File: config.mk
export PLATFORM = sky130hd
export DESIGN_NAME = sie_lamp_encoder
export DESIGN_NICKNAME = d
export VERILOG_FILES = /design/src/sie_sync3.v /design/src/sie_flash_div.v /design/src/sie_lamp_encoder.v
export VERILOG_INCLUDE_DIRS = /design/src /design/src/src
export SDC_FILE = /design/constraint.sdc
export NUM_CORES = 1
export LEC_CHECK = 0
export BUFFER_PORTS_ARGS = -buffer_cell sky130_fd_sc_hd__buf_2
export CORE_MARGIN = 10
export CORE_UTILIZATION = 58
export CTS_CLUSTER_SIZE = 16
export DETAILED_ROUTE_END_ITERATION = 7
export GPL_ROUTABILITY_DRIVEN = 0
export GPL_TIMING_DRIVEN = 0
export PLACE_DENSITY_LB_ADDON = 0.15
export SYNTH_ARGS = -nofsm -noshare
export SYNTH_HDL_FRONTEND = slang
export SYNTH_SLANG_ARGS = --single-unit
File: constraint.sdc
create_clock -name sys_clk_i -period 3.2 [get_ports sys_clk_i]
set_clock_uncertainty 0.2 [all_clocks]
set_input_delay 0.32 -clock sys_clk_i [delete_from_list [all_inputs] [get_ports sys_clk_i]]
set_output_delay 0.32 -clock sys_clk_i [all_outputs]
set_load 0.05 [all_outputs]
File: src/sie_defines.vh
`ifndef SIE_DEFINES_VH
`define SIE_DEFINES_VH

// Clock rate and time units
`define SIE_CLK_MHZ 250
`define SIE_CYC_PER_MS (`SIE_CLK_MHZ * 1000)

// Lamp timing in milliseconds
`define SIE_FLASH_HALF_MS 250
`define SIE_RED_MS 500
`define SIE_BOOT_MS 200

// Register word addresses
`define SIE_ADDR_CTRL 2'h0
`define SIE_ADDR_CMD 2'h1
`define SIE_ADDR_STAT 2'h2

// Reset values
`define SIE_CTRL_RST 32'h00000000

// Control register fields
`define SIE_CTRL_MODE 1:0
`define SIE_CTRL_FEXIST 2
`define SIE_CTRL_FEN 3
`define SIE_CTRL_PROJ 4
`define SIE_CTRL_RFAULT 5
`define SIE_CTRL_MFAULT 6
`define SIE_CTRL_CBUSY 7
`define SIE_CTRL_NOFS 8
`define SIE_CTRL_CFG 23:16
`define SIE_CTRL_RESP 31:24

// Command register fields
`define SIE_CMD_STORE 0
`define SIE_CMD_LOAD 1
`define SIE_CMD_DONE 2

// Status register fields
`define SIE_STAT_STATE 2:0
`define SIE_STAT_REFUSED 3
`define SIE_STAT_LOCKED 4
`define SIE_STAT_PRESENT 5
`define SIE_STAT_LAMPS 15:8

// Operating modes
`define SIE_MODE_PROG 2'h0
`define SIE_MODE_RUN 2'h1
`define SIE_MODE_TEST 2'h2

`endif

File: src/sie_sync3.v
module sie_sync3 #(
  parameter W = 2
) (
  input wire sys_clk_i,
  input wire nrst_i,
  input wire ce_i,
  input wire [W-1:0] async_i,
  output reg [W-1:0] sync_o
);

  reg [W-1:0] meta;
  reg [W-1:0] stage2;
  reg [W-1:0] stage3;
  integer i;

  // Each bit changes once stages two and three agree
  always @(posedge sys_clk_i) begin
    if (!nrst_i) begin
      meta <= {W{1'b0}};
      stage2 <= {W{1'b0}};
      stage3 <= {W{1'b0}};
      sync_o <= {W{1'b0}};
    end else if (ce_i) begin
      meta <= async_i;
      stage2 <= meta;
      stage3 <= stage2;
      for (i = 0; i < W; i = i + 1) begin
        if (stage2[i] == stage3[i]) begin
          sync_o[i] <= stage3[i];
        end
      end
    end
  end

endmodule

File: src/sie_flash_div.v
module sie_flash_div #(
  parameter CNT_W = 27,
  parameter [31:0] HALF_CYC = 32'h03B9ACA0
) (
  input wire sys_clk_i,
  input wire nrst_i,
  input wire ce_i,
  output reg flash_o
);

  localparam [31:0] HALF_LAST32 = HALF_CYC - 32'h1;

  reg [CNT_W-1:0] cnt;

  // Shared blink phase for all lamps
  always @(posedge sys_clk_i) begin
    if (!nrst_i) begin
      cnt <= {CNT_W{1'b0}};
      flash_o <= 1'b0;
    end else if (ce_i) begin
      if (cnt == HALF_LAST32[CNT_W-1:0]) begin
        cnt <= {CNT_W{1'b0}};
        flash_o <= ~flash_o;
      end else begin
        cnt <= cnt + {{(CNT_W-1){1'b0}}, 1'b1};
      end
    end
  end

endmodule

File: src/sie_lamp_encoder.v
// The register offsets and the Avalon-MM slave port were chosen for this implementation.
`include "sie_defines.vh"

module sie_lamp_encoder #(
  parameter CNT_W = 27,
  parameter [31:0] FLASH_HALF_CYC = `SIE_FLASH_HALF_MS * `SIE_CYC_PER_MS,
  parameter [31:0] RED_CYC = `SIE_RED_MS * `SIE_CYC_PER_MS,
  parameter [31:0] BOOT_CYC = `SIE_BOOT_MS * `SIE_CYC_PER_MS
) (
  input wire sys_clk_i,
  input wire nrst_i,
  input wire ce_i,
  input wire [1:0] address_i,
  input wire read_i,
  input wire write_i,
  input wire [3:0] byteenable_i,
  input wire [31:0] writedata_i,
  output reg [31:0] readdata_o,
  output reg waitrequest_o,
  input wire card_lock_i,
  input wire card_present_i,
  output reg health_green_o,
  output reg health_red_o,
  output reg card_green_o,
  output reg card_red_o,
  output reg mode_green_o,
  output reg override_yellow_o,
  output reg link_green_o,
  output reg link_red_o,
  output reg self_reset_o
);

  localparam [2:0] ST_IDLE = 3'b000;
  localparam [2:0] ST_STORE = 3'b001;
  localparam [2:0] ST_LOAD = 3'b010;
  localparam [2:0] ST_RST_RED = 3'b011;
  localparam [2:0] ST_RST_BOOT = 3'b100;

  localparam [31:0] RED_LAST32 = RED_CYC - 32'h1;
  localparam [31:0] BOOT_LAST32 = BOOT_CYC - 32'h1;

  reg [31:0] ctrl;
  reg [2:0] state;
  reg [2:0] next_state;
  reg [CNT_W-1:0] timer;
  reg refused;
  reg next_refused;
  reg next_health_green;
  reg next_health_red;
  reg next_card_green;
  reg next_card_red;
  reg next_mode_green;
  reg next_override_yellow;
  reg next_link_green;
  reg next_link_red;
  reg [31:0] next_readdata;
  reg [31:0] next_ctrl;
  reg [CNT_W-1:0] next_timer;
  integer i;

  wire flash;
  wire [1:0] pins_sync;
  wire card_locked;
  wire card_present;
  wire [7:0] lamp_vec;

  assign card_locked = pins_sync[0];
  assign card_present = pins_sync[1];

  // Lamp levels as shown on the panel, for status readback
  assign lamp_vec = {health_green_o, health_red_o, card_green_o,
    card_red_o, mode_green_o, override_yellow_o, link_green_o,
    link_red_o};

  sie_sync3 #(
    .W(2)
  ) u_sync (
    .sys_clk_i(sys_clk_i),
    .nrst_i(nrst_i),
    .ce_i(ce_i),
    .async_i({card_present_i, card_lock_i}),
    .sync_o(pins_sync)
  );

  sie_flash_div #(
    .CNT_W(CNT_W),
    .HALF_CYC(FLASH_HALF_CYC)
  ) u_flash (
    .sys_clk_i(sys_clk_i),
    .nrst_i(nrst_i),
    .ce_i(ce_i),
    .flash_o(flash)
  );

  // Bus access completes in the cycle waitrequest is low
  wire acc_wr = write_i & ~waitrequest_o;
  wire wr_ctrl = acc_wr & (address_i == `SIE_ADDR_CTRL);
  wire wr_cmd = acc_wr & (address_i == `SIE_ADDR_CMD) & byteenable_i[0];
  wire wr_stat = acc_wr & (address_i == `SIE_ADDR_STAT) & byteenable_i[0];

  wire cmd_store = wr_cmd & writedata_i[`SIE_CMD_STORE];
  wire cmd_load = wr_cmd & writedata_i[`SIE_CMD_LOAD];
  wire cmd_done = wr_cmd & writedata_i[`SIE_CMD_DONE];

  wire [1:0] mode = ctrl[`SIE_CTRL_MODE];
  wire prog_mode = (mode == `SIE_MODE_PROG);
  wire major_fault = ctrl[`SIE_CTRL_MFAULT];
  wire any_fault = major_fault | ctrl[`SIE_CTRL_RFAULT];
  wire [7:0] cfg_cnt = ctrl[`SIE_CTRL_CFG];
  wire [7:0] resp_cnt = ctrl[`SIE_CTRL_RESP];

  wire store_ok = prog_mode & card_present & ~card_locked;
  wire load_ok = prog_mode & card_present;

  wire in_reset = (state == ST_RST_RED) | (state == ST_RST_BOOT);
  wire in_xfer = (state == ST_STORE) | (state == ST_LOAD);
  wire red_end = (timer == RED_LAST32[CNT_W-1:0]);
  wire boot_end = (timer == BOOT_LAST32[CNT_W-1:0]);

  // Sequencer
  always @* begin
    next_state = state;
    next_refused = refused;
    if (wr_stat & writedata_i[`SIE_STAT_REFUSED]) begin
      next_refused = 1'b0;
    end
    case (state)
      ST_IDLE: begin
        if (cmd_store) begin
          if (store_ok) begin
            next_state = ST_STORE;
          end else begin
            next_refused = 1'b1;
          end
        end else if (cmd_load) begin
          if (load_ok) begin
            next_state = ST_LOAD;
          end else begin
            next_refused = 1'b1;
          end
        end
      end
      ST_STORE: begin
        // New store or load requests are ignored until the end
        if (cmd_done) begin
          next_state = ST_RST_RED;
        end
      end
      ST_LOAD: begin
        if (cmd_done) begin
          next_state = ST_RST_RED;
        end
      end
      ST_RST_RED: begin
        if (red_end) begin
          next_state = ST_RST_BOOT;
        end
      end
      ST_RST_BOOT: begin
        if (boot_end) begin
          next_state = ST_IDLE;
        end
      end
      default: begin
        next_state = ST_IDLE;
      end
    endcase
  end

  // Lamp encoding, self-reset blanking first except on health, then fault, then progress, then idle
  always @* begin
    next_health_green = 1'b0;
    next_health_red = 1'b0;
    next_card_green = 1'b0;
    next_card_red = 1'b0;
    next_mode_green = 1'b0;
    next_override_yellow = 1'b0;
    next_link_green = 1'b0;
    next_link_red = 1'b0;
    // Health lamp
    if (major_fault) begin
      next_health_red = 1'b1;
    end else if (any_fault) begin
      next_health_red = flash;
    end else begin
      case (state)
        ST_STORE: next_health_green = flash;
        ST_LOAD: next_health_green = flash;
        ST_RST_RED: next_health_red = 1'b1;
        ST_RST_BOOT: next_health_green = 1'b0;
        default: next_health_green = 1'b1;
      endcase
    end
    // Card activity lamp
    if (in_reset) begin
      next_card_green = 1'b0;
    end else if (ctrl[`SIE_CTRL_NOFS]) begin
      next_card_red = flash;
    end else if (in_xfer | ctrl[`SIE_CTRL_CBUSY]) begin
      next_card_green = flash;
    end else begin
      next_card_green = 1'b0;
    end
    // Mode lamp
    if (!in_reset) begin
      next_mode_green = (mode == `SIE_MODE_RUN);
    end
    // Override lamp
    if (in_reset) begin
      next_override_yellow = 1'b0;
    end else if (ctrl[`SIE_CTRL_FEN]) begin
      next_override_yellow = 1'b1;
    end else if (ctrl[`SIE_CTRL_FEXIST]) begin
      next_override_yellow = flash;
    end else begin
      next_override_yellow = 1'b0;
    end
    // Peripheral link lamp
    if (in_reset) begin
      next_link_red = 1'b0;
    end else if (any_fault) begin
      next_link_red = flash;
    end else if (!ctrl[`SIE_CTRL_PROJ] || cfg_cnt == 8'h00) begin
      next_link_green = 1'b0;
    end else if (resp_cnt == 8'h00) begin
      next_link_red = flash;
    end else if (resp_cnt < cfg_cnt) begin
      next_link_green = flash;
    end else begin
      next_link_green = 1'b1;
    end
  end

  // Read data mux
  always @* begin
    next_readdata = 32'h00000000;
    case (address_i)
      `SIE_ADDR_CTRL: next_readdata = ctrl;
      `SIE_ADDR_STAT: begin
        next_readdata[`SIE_STAT_STATE] = state;
        next_readdata[`SIE_STAT_REFUSED] = refused;
        next_readdata[`SIE_STAT_LOCKED] = card_locked;
        next_readdata[`SIE_STAT_PRESENT] = card_present;
        next_readdata[`SIE_STAT_LAMPS] = lamp_vec;
      end
      default: next_readdata = 32'h00000000;
    endcase
  end

  // Control register: byte lanes, card busy ends on self-reset entry
  always @* begin
    next_ctrl = ctrl;
    if (wr_ctrl) begin
      for (i = 0; i < 4; i = i + 1) begin
        if (byteenable_i[i]) begin
          next_ctrl[i*8 +: 8] = writedata_i[i*8 +: 8];
        end
      end
    end else if (next_state == ST_RST_RED && state != ST_RST_RED) begin
      next_ctrl[`SIE_CTRL_CBUSY] = 1'b0;
    end
  end

  // Phase timer, restarts on every state change
  always @* begin
    next_timer = timer;
    if (next_state != state) begin
      next_timer = {CNT_W{1'b0}};
    end else if (in_reset) begin
      next_timer = timer + {{(CNT_W-1){1'b0}}, 1'b1};
    end
  end

  // Avalon slave handshake
  always @(posedge sys_clk_i) begin
    if (!nrst_i) begin
      waitrequest_o <= 1'b1;
      readdata_o <= 32'h00000000;
    end else if (ce_i) begin
      if ((read_i | write_i) & waitrequest_o) begin
        waitrequest_o <= 1'b0;
        readdata_o <= read_i ? next_readdata : 32'h00000000;
      end else begin
        waitrequest_o <= 1'b1;
      end
    end
  end

  // Control register, sequencer and lamp outputs
  always @(posedge sys_clk_i) begin
    if (!nrst_i) begin
      ctrl <= `SIE_CTRL_RST;
      state <= ST_IDLE;
      timer <= {CNT_W{1'b0}};
      refused <= 1'b0;
      health_green_o <= 1'b0;
      health_red_o <= 1'b0;
      card_green_o <= 1'b0;
      card_red_o <= 1'b0;
      mode_green_o <= 1'b0;
      override_yellow_o <= 1'b0;
      link_green_o <= 1'b0;
      link_red_o <= 1'b0;
      self_reset_o <= 1'b0;
    end else if (ce_i) begin
      ctrl <= next_ctrl;
      state <= next_state;
      refused <= next_refused;
      timer <= next_timer;
      self_reset_o <= (next_state == ST_RST_RED) |
        (next_state == ST_RST_BOOT);
      health_green_o <= next_health_green;
      health_red_o <= next_health_red;
      card_green_o <= next_card_green;
      card_red_o <= next_card_red;
      mode_green_o <= next_mode_green;
      override_yellow_o <= next_override_yellow;
      link_green_o <= next_link_green;
      link_red_o <= next_link_red;
    end
  end

endmodule

; ---- Word level (Yosys, flattened, before mapping)
; Cells that the tools add are included.
[totals]
register_bits = 141
input_bits = 45
word_cells = 140
out_inout_bits = 42
[classes]
muxes = 50
reduce_logical = 22
n_lt_le_gt_ge = 1
n_bitwise = 22
eq_ne = 17
addsub = 2
[op_table]
columns = cell, count
row1 = $mux 27, 3
row2 = $add 27x1->27 const B, 2
row3 = $eq 27x26->1 const B, 2
row4 = $mux 1, 32
row5 = $mux 32, 1
row6 = $eq 27x27->1 const B, 1
row7 = $mux 3, 7
row8 = $logic_not 8->1, 2
row9 = $mux 16, 1
row10 = $pmux 8 s2, 1
row11 = $reduce_and 3->1, 5
row12 = $and 1x1->1, 13
row13 = $pmux 3 s4, 1
row14 = $pmux 6 s2, 1
row15 = $reduce_and 2->1, 5
row16 = $eq 3x2->1 const B, 3
row17 = $lt 8x8->1, 1
row18 = $mux 8, 1
row19 = $eq 3x3->1 const B, 2
row20 = $or 1x1->1, 6
row21 = $eq 2x1->1 const B, 2
row22 = $logic_not 2->1, 2
row23 = $reduce_bool 2->1, 2
row24 = $reduce_or 2->1, 2
row25 = 13 further kinds, 16

; ---- Depth between registers and ports, before layout
; Gate-level depths: netlist (run 1).
[depth]
ltp_word = 12
ltp_mapped = 8
depth_no_buf = 7

; ---- Cells and area by module
; A second synthesis (run 1) with hierarchy kept.
[unflattened]
cells_unflattened = 731
area_unflattened_um2 = 6447.4
[by_module_without_submodules]
columns = mod, cells_each, n_inst, seq_area_each_um2, area_each_um2
row1 = sie_lamp_encoder, 546, 1, 2102.0, 4762.1
row2 = sie_flash_div, 153, 1, 560.5, 1342.5
row3 = sie_sync3, 32, 1, 160.2, 342.8

; ---- Least setup slack after synthesis (run 1)
; Ideal clock, no wire load.
[synth_timing]
kind = register -> register
from = register waitrequest_o
to = register ctrl[7]
setup_time_ns = 0.122
period_less_slack_ns = 2.476
path_stages_with_launch = 6
arrival_ns = 2.154
n_path_buf = 0
path_slack_ns = 0.724
path_cell_list = dfxtp_1 or3b_1 or2_2 a2111oi_0 o21ai_1 o311a_1
[synth_between]
elab_chain_cells = 12
[synth_lines]
columns = item, line_no
row1 = "start, declared", sie_lamp_encoder.v:19  ; output reg waitrequest_o,
row2 = "start signal, assigned", sie_lamp_encoder.v:277  ; waitrequest_o <= 1'b1;
row3 = "start signal, assigned", sie_lamp_encoder.v:281  ; waitrequest_o <= 1'b0;
row4 = "start signal, assigned", sie_lamp_encoder.v:284  ; waitrequest_o <= 1'b1;
row5 = $not 1->1 (*), sie_lamp_encoder.v:96  ; wire acc_wr = write_i & ~waitrequest_o;
row6 = $and 1x1->1 (*), sie_lamp_encoder.v:96
row7 = $and 1x1->1 (2 in a row), sie_lamp_encoder.v:98  ; wire wr_cmd = acc_wr & (address_i == `SIE_ADDR_CMD) & byteenable_i[0];
row8 = $and 1x1->1, sie_lamp_encoder.v:102  ; wire cmd_load = wr_cmd & writedata_i[`SIE_CMD_LOAD];
row9 = $mux 3, sie_lamp_encoder.v:135  ; end else if (cmd_load) begin
row10 = $mux 3, sie_lamp_encoder.v:129  ; if (cmd_store) begin
row11 = $pmux 3 s4, sie_lamp_encoder.v:127  ; case (state)
row12 = $eq 3x2->1, sie_lamp_encoder.v:259  ; end else if (next_state == ST_RST_RED && state != ST_RST_RED) begin
row13 = $logic_and 1x1->1, sie_lamp_encoder.v:259
row14 = $reduce_bool 2->1 (no line), --
row15 = $reduce_and 3->1 (no line), --
row16 = "end signal, assigned", sie_lamp_encoder.v:292  ; ctrl <= `SIE_CTRL_RST;
row17 = "end signal, assigned", sie_lamp_encoder.v:306  ; ctrl <= next_ctrl;
row18 = "end, declared", sie_lamp_encoder.v:42  ; reg [31:0] ctrl;
; Every way passes the cells marked *; elsewhere a longest branch is shown, timed or not.
; A chain may end at the register's enable or synchronous reset.

; ---- Worst setup path after layout (run 1)
[layout_timing]
from = register state[1]
to = register timer[0]
[layout_between]
elab_chain_cells = 7
[layout_lines]
columns = item, line_no
row1 = "start, declared", sie_lamp_encoder.v:43  ; reg [2:0] state;
row2 = "start signal, assigned", sie_lamp_encoder.v:307  ; state <= next_state;
row3 = $mux 3, sie_lamp_encoder.v:136  ; if (load_ok) begin
row4 = $mux 3, sie_lamp_encoder.v:135
row5 = $mux 3, sie_lamp_encoder.v:129
row6 = $pmux 3 s4, sie_lamp_encoder.v:127
row7 = $ne 3x3->1, sie_lamp_encoder.v:267  ; if (next_state != state) begin
row8 = $reduce_bool 2->1 (no line), --
row9 = $reduce_and 2->1 (no line), --
row10 = "end signal, assigned", sie_lamp_encoder.v:294  ; timer <= {CNT_W{1'b0}};
row11 = "end signal, assigned", sie_lamp_encoder.v:309  ; timer <= next_timer;
row12 = "end, declared", sie_lamp_encoder.v:45  ; reg [CNT_W-1:0] timer;
; Several ways; a longest one is shown, not always the timed one.

==> summary.txt, run 1 <==
Critical path
  – R2R Setup Slk: 0.50 ns
  – Top cell by count, worst path: o21ai_0
  – Worst path required time: 3.36 ns
  – Critical path capture point type: flop
  – CP top delay family: compound AO/OA/AOI/OAI gates
  – Launching point of the worst reg2reg path: state[1]
  – Crit Path Class: reg2reg
  – Reg2Reg Depth: 7
  – Crit-path max cell delay: 0.71 ns
  – Crit start category: flop
  – Worst path bufs/invs: 2
  – Worst R2R End: timer[0]
  – WP data arrival: 2.86 ns
  – Slowest CP cell: a221oi_1
  – Sequence of cells on the critical path: clkbuf_1 > buf_2 > nor3b_1 > o21ai_0 > a221oi_1 > o21ai_0 > a31oi_1
  – CP max FO: 10

Layout
  – Final Core Density: 0.717
  – Fin nets: 973
  – Share of cells above drive strength 1: 0.135
  – Layout filler cell count: 912
  – Synth-to-Final Area Change: 21.2%

Route
  – Drt via density: 6.27
  – Residual DRC count: 0
  – Avg WL per Cell: 19.2 um
  – Routed Antenna Nets: 0
  – First-pass DRT Iterations: 7
  – Detailed-route wire length: 20700 um
  – First DRT Iteration DRCs: 840
  – Vias: 6756

STA
  – Final setup viols: 0
  – Final Critical Period: 2.70 ns
  – Rel. slew slack: 0.466
  – RSZ-0062 raised after global routing: no
  – Worst Tran Pin Value: 0.801 ns
  – Final hold vios: 0
  – Max-slew violation count: 0
  – Fmax: 370 MHz
  – Setup TNS: 0 ns
  – Fin crit share: 0.844

Power
  – Peak supply drop: 545 uV
  – PD cells: 476 nW/um2
  – Lkg Pwr: 0.00299 uW

GRT
  – Largest net degree at the start of global routing: 17
  – Number of global-route vias before repair: 6468
  – Grt met1 use: 0.305
  – GRT overflow: 0
  – Gr usage total: 0.248
  – GR peak layer: met2
  – Met3 GRT Util: 0.0604
  – First-pass GRT wire length: 32900 um
  – Initial antenna violation count: 2
  – GR Layer Usage met2: 0.400

Floorplanning
  – # IOs: 87
  – Initial Utilization: 0.592
  – FP Rows: 39
  – Die area: 16400 um2
  – Die H: 128 um
  – DIE WIDTH: 128 um
  – Core Area: 11400 um2

Logic synthesis
  – Cell Area, Synth: 6760 um2
  – Post-synthesis async set-or-reset flop share: 0
  – Top post-synthesis cells by area: dfxtp_1 42%, nor2b_1 4.7%, a21boi_0 4.4%, nand2_1 4.4%, nand3_1 4.2%
  – Post-synth top area cell: dfxtp_1
  – Top cells by count, synth: 141 x dfxtp_1, 80 x nand2_1, 62 x nor2_1
  – Post-synth EDFFs: 0
  – Most used DFF post-synth: dfxtp_1
  – #FFs+latches synth: 141
  – Seq/Total Area, Yosys: 0.418
  – Gate Count Post-Synth: 791
  – Synth warn: 0
  – Most frequent cell after synthesis: dfxtp_1
  – Top cell type's share of synthesized area: 0.418
  – Post-Syn Nets: 845
  – Synth cell types: 67
  – Mean Syn Cell Area: 8.54 um2

Clock network
  – Clk Latency, worst-skew pair: 0.44 ns
  – Clock tree buffer depth: 2
  – CTS Sinks: 141
  – CTS tree: built
  – Cts bufs inserted: 17
  – Clock root cell: clkbuf_16
  – Clock slew at reported path FFs: 0.06 ns
  – CTS H-tree lvls: 4

Status
  – Outcome: completed

Job
  – Max-cap violations: 0

Min path
  – Hold EP: ctrl[30]
  – Min-delay worst type: in2reg
  – Hold depth: 3
  – Hold Crit Start: writedata_i[30]

Placed design
  – # port buffers: 80
  – Hpwl dp: 14500 um
==> sequential cells by signal (all words and copies together) (netlist names), 2 cells and up <==
name,count
ctrl,32
readdata_o,32
timer,27
u_flash.cnt,27
state,3
u_sync.meta,2
u_sync.stage2,2
u_sync.stage3,2
u_sync.sync_o,2
==> cells in the final DEF, fill, tap and decap left out, types with 5 or more instances in the layout <==
master and n:
mux2i_1 11, o21ai_0 21, a21oi_1 14, xnor2_1 14, clkbuf_1 45, dfxtp_1 141, inv_1 20, nand3b_1 6
nor4_1 9, nor2b_1 51, nor3b_1 5, nand4_1 25, ha_1 9, a31oi_1 8, o211ai_1 7, o21a_1 6
nand2b_1 6, a22oi_1 20, a222oi_1 15, nand3_1 57, dlygate4sd3_1 29, nor3_1 16, a21boi_0 40, nor2_1 62
buf_2 85, nand2_1 80, nand4b_1 8, and3_1 8, and4_1 7, xor2_1 14, clkbuf_16 17
==> routing by layer <==
| layer | up-vias | routed length [um] |
|---|---|---|
| li1 | 3128 | - |
| met1 | 3193 | 8380 |
| met2 | 364 | 9830 |
| met3 | 71 | 1800 |
| met4 | 0 | 694 |
| met5 | - | 0 |
==> stage by stage <==
stage	instances	power [uW]	cell area [um2]	setup slack, ns	hold WS (ns)
final	1078	3900	8190	0.500	0.0158
after detailed placement	1014	2010	7330	0.377	0.258
after floorplan	791	1930	6760	0.724	0.243
after global placement	1014	2010	7330	0.366	0.252
after CTS	1074	3900	8170	0.542	0.00261
after global routing	1078	4000	8190	0.372	0.0250
==> how the worst max path moves through the flow <==
stage                             start      endpoint  slack (ns)  depth (start not counted)
final                          state[1]      timer[0]        0.50                          7
after global routing           timer[0]     timer[10]        0.37                          8
after CTS                      timer[0]     timer[16]        0.54                          8
after detailed placement           ce_i  card_green_o        0.38                          6
after global placement             ce_i  card_green_o        0.37                          6
after floorplan           waitrequest_o       ctrl[7]        0.72                          5
==> layout make-up <==
class                   count  area [um2]  area share
multi-input cells         579        3640       0.445
inverters                  20        75.1     0.00917
clock buffers              26         499      0.0610
repair buffers            109         691      0.0843
plain buffers              51         213      0.0260
flip-flops and latches    141        2820       0.345
well taps                 143         179      0.0218
diodes                      3        7.51    0.000917
clock inverters             6        58.8     0.00718
==> kinds of logic after synthesis <==
group	Yosys count	share of synthesized area
adders and majority gates	10	0.0182
xor gates and xnor gates	28	0.0363
buffers and inverters	71	0.0426
and+or+nand+nor	368	0.291
muxes	12	0.0180
AOI/OAI and AO/OA	161	0.177
DFF	141	0.418
==> where the power goes <==
part / switching (uW) / internal, uW
registers: 10.8 / 1770
clock network: 741 / 1150
logic: 143 / 90.8
total: 895 / 3000
==> worst reg2reg max path: cells and delay by family, from the launching register on <==
family	cells	cell delay, ns
DFF	1	0.30
AOI/OAI and AO/OA	4	1.38
and+or+nand+nor	1	0.32
buffers and inverters	2	0.43
==> what timing repair did <==
item,in CTS,in global routing
hold buffers,28,1
buffers inserted,0,0
resized for setup,0,0
endpoints found under the hold margin,28,1
Note: power is estimated with default switching activity, not from simulation.
==> inputs of run 2 (changes only) <==
--- a/config.mk
+++ b/config.mk
@@ -8,7 +8,7 @@
 export LEC_CHECK = 0
 export BUFFER_PORTS_ARGS = -buffer_cell sky130_fd_sc_hd__buf_2
 export CORE_MARGIN = 10
-export CORE_UTILIZATION = 58
+export CORE_UTILIZATION = 52
 export CTS_CLUSTER_SIZE = 16
 export DETAILED_ROUTE_END_ITERATION = 7
 export GPL_ROUTABILITY_DRIVEN = 0
==> constraint.sdc (replaced) <==
create_clock -name sys_clk_i -period 2.3 [get_ports sys_clk_i]
set_clock_uncertainty 0.2 [all_clocks]
set_input_delay 0.23 -clock sys_clk_i [delete_from_list [all_inputs] [get_ports sys_clk_i]]
set_output_delay 0.23 -clock sys_clk_i [all_outputs]
set_load 0.05 [all_outputs]
==> summary.txt, run 2 (same netlist as run 1, synthesis figures left out) <==
Status
  – Outcome: complete, but fails checks
  – Failing checks: setup timing

Route
  – First-pass DRT Iterations: 6
  – Met1 Wirelength: 9140 um
  – Detailed-route wire length: 22700 um
  – DR top layer: met4
  – Routed Antenna Nets: 0
  – Vias: 6952
  – First DRT Iteration DRCs: 760
  – Residual DRC count: 0
  – Avg WL per Cell: 20.0 um
  – WL met2: 10800 um
  – Metal3 WL: 2130 um
  – Drt via density: 6.14

GRT
  – First-pass GRT wire length: 35100 um
  – Initial antenna violation count: 0
  – Largest net degree at the start of global routing: 17
  – GRT overflow: 0
  – Gr usage total: 0.241
  – Number of global-route vias before repair: 6766

Floorplanning
  – Initial Utilization: 0.533
  – Core Area: 12700 um2
  – FP Rows: 41
  – # IOs: 87
  – Die H: 134 um
  – DIE WIDTH: 134 um
  – Die area: 17900 um2

Placed design
  – # port buffers: 80
  – Hpwl dp: 15200 um
  – Placed Cells: 1043
  – Post-DP Area: 7380 um2

STA
  – Final setup viols: 26
  – Worst Tran Pin Value: 0.763 ns
  – Final Critical Period: 2.44 ns
  – Fin crit share: 1.06
  – Fmax: 410 MHz
  – Final worst slack: -0.141 ns
  – RSZ-0062 raised after global routing: yes
  – Max-slew violation count: 0
  – Rel. slew slack: 0.491
  – Final hold vios: 0

Layout
  – Fin nets: 1002
  – Layout filler cell count: 955
  – Synth-to-Final Area Change: 33.6%
  – Share of cells above drive strength 1: 0.259
  – Commonest non-fill, non-tap cell in the layout: dfxtp_1
  – Final instance area: 9020 um2
  – Top flop regs: ctrl (32), readdata_o (32)
  – Non-Filler Instances: 1132
  – Most frequent cells in the layout: 115 x dfxtp_1, 80 x buf_2, 78 x nand2_1
  – Total inserted antenna cells: 0

Job
  – Max-cap violations: 0

Critical path
  – R2R Setup Slk: -0.14 ns
  – WP data arrival: 2.54 ns
  – Worst R2R End: timer[15]
  – Worst path bufs/invs: 1
  – Crit-path max cell delay: 0.72 ns
  – Sequence of cells on the critical path: buf_4 > nor3b_4 > nor2_2 > or4b_2 > nand4_1 > o211ai_1
  – CP max FO: 10
  – Worst path required time: 2.40 ns
  – CP top delay family: simple AND/OR/NAND/NOR gates
  – Launching point of the worst reg2reg path: state[2]
  – Crit start category: flop
  – Crit Path Class: reg2reg
  – Slowest CP cell: or4b_2
  – Reg2Reg Depth: 6
  – Critical path capture point type: flop

Min path
  – Hold depth: 3
  – Min-delay worst type: in2reg
  – Hold Crit Start: byteenable_i[2]
  – Hold EP: ctrl[20]

Power
  – Lkg Pwr: 0.00331 uW
  – PD cells: 598 nW/um2
  – Peak supply drop: 470 uV

Clock network
  – Clock slew at reported path FFs: 0.06 ns
  – CTS H-tree lvls: 4
  – Clk Latency, worst-skew pair: 0.43 ns
  – CTS tree: built
  – Clock tree buffer depth: 2
  – Cts bufs inserted: 17
  – Clock root cell: clkbuf_16
  – CTS Sinks: 141
[run 2: layer usage]
layer	vias up	global-route usage
met5	-	0
met4	0	0.0907
met3	73	0.0780
met2	366	0.388
met1	3319	0.294
li1	3194	-
[run 2: timing repair]
item	4_1_cts	5_1_grt
endpoints found under the setup margin	75	100
setup buffers	15	12
cloned	0	2
pin swaps	10	24
hold buffers	32	0
hold endpoints to repair	32	0
resized for setup	53	100
[run 2: area by class of cell]
| cell class | instances | area [um2] | area share |
|---|---|---|---|
| Buffer | 48 | 249 | 0.0276 |
| Clock buffer | 19 | 443 | 0.0491 |
| Clock inverter | 12 | 100 | 0.0111 |
| Inverter | 20 | 75.1 | 0.00832 |
| Multi-Input combinational cell | 579 | 4070 | 0.451 |
| Sequential cell | 141 | 2880 | 0.319 |
| Tap cell | 172 | 215 | 0.0239 |
| Timing Repair Buffer | 141 | 992 | 0.110 |
[run 2: worst max path at each step]
stage                  startpoint  depth (start not counted)  slack [ns]             end
floorplan           waitrequest_o                          7        0.02       timer[25]
global placement         timer[0]                          8       -0.38       timer[10]
detailed placement           ce_i                          6       -0.42  health_green_o
CTS                     timer[15]                          7       -0.11       timer[17]
global route             state[2]                          6       -0.19       timer[15]
finish                   state[2]                          6       -0.14       timer[15]
[run 2: worst reg2reg max path: stages, from the launching register on]
cell,delay [ns]
dfxtp_1,0.45
buf_4,0.27
nor3b_4,0.28
nor2_2,0.17
or4b_2,0.73
nand4_1,0.13
o211ai_1,0.10
[run 2: where the power goes]
part / total (uW) / leakage (uW) / internal (uW) / switching [uW]
sequential: 2470 / 0.00115 / 2450 / 16.2
combinational: 374 / 0.00189 / 153 / 221
clock: 2550 / 0.000264 / 1500 / 1060
[run 2: metrics by stage]
| step | TNS [ns] | hold slack (ns) | power [uW] | utilization | setup slack [ns] |
|---|---|---|---|---|---|
| after floorplan | 0 | 0.186 | 2690 | - | 0.0159 |
| after global placement | -18.32 | 0.250 | 2800 | 0.583 | -0.378 |
| after detailed placement | -21.78 | 0.261 | 2810 | 0.583 | -0.416 |
| after CTS | -0.767 | 0.00511 | 5380 | 0.674 | -0.110 |
| after global routing | -2.64 | 0.0349 | 5550 | 0.712 | -0.189 |
| final | -0.964 | 0.0213 | 5390 | 0.712 | -0.141 |
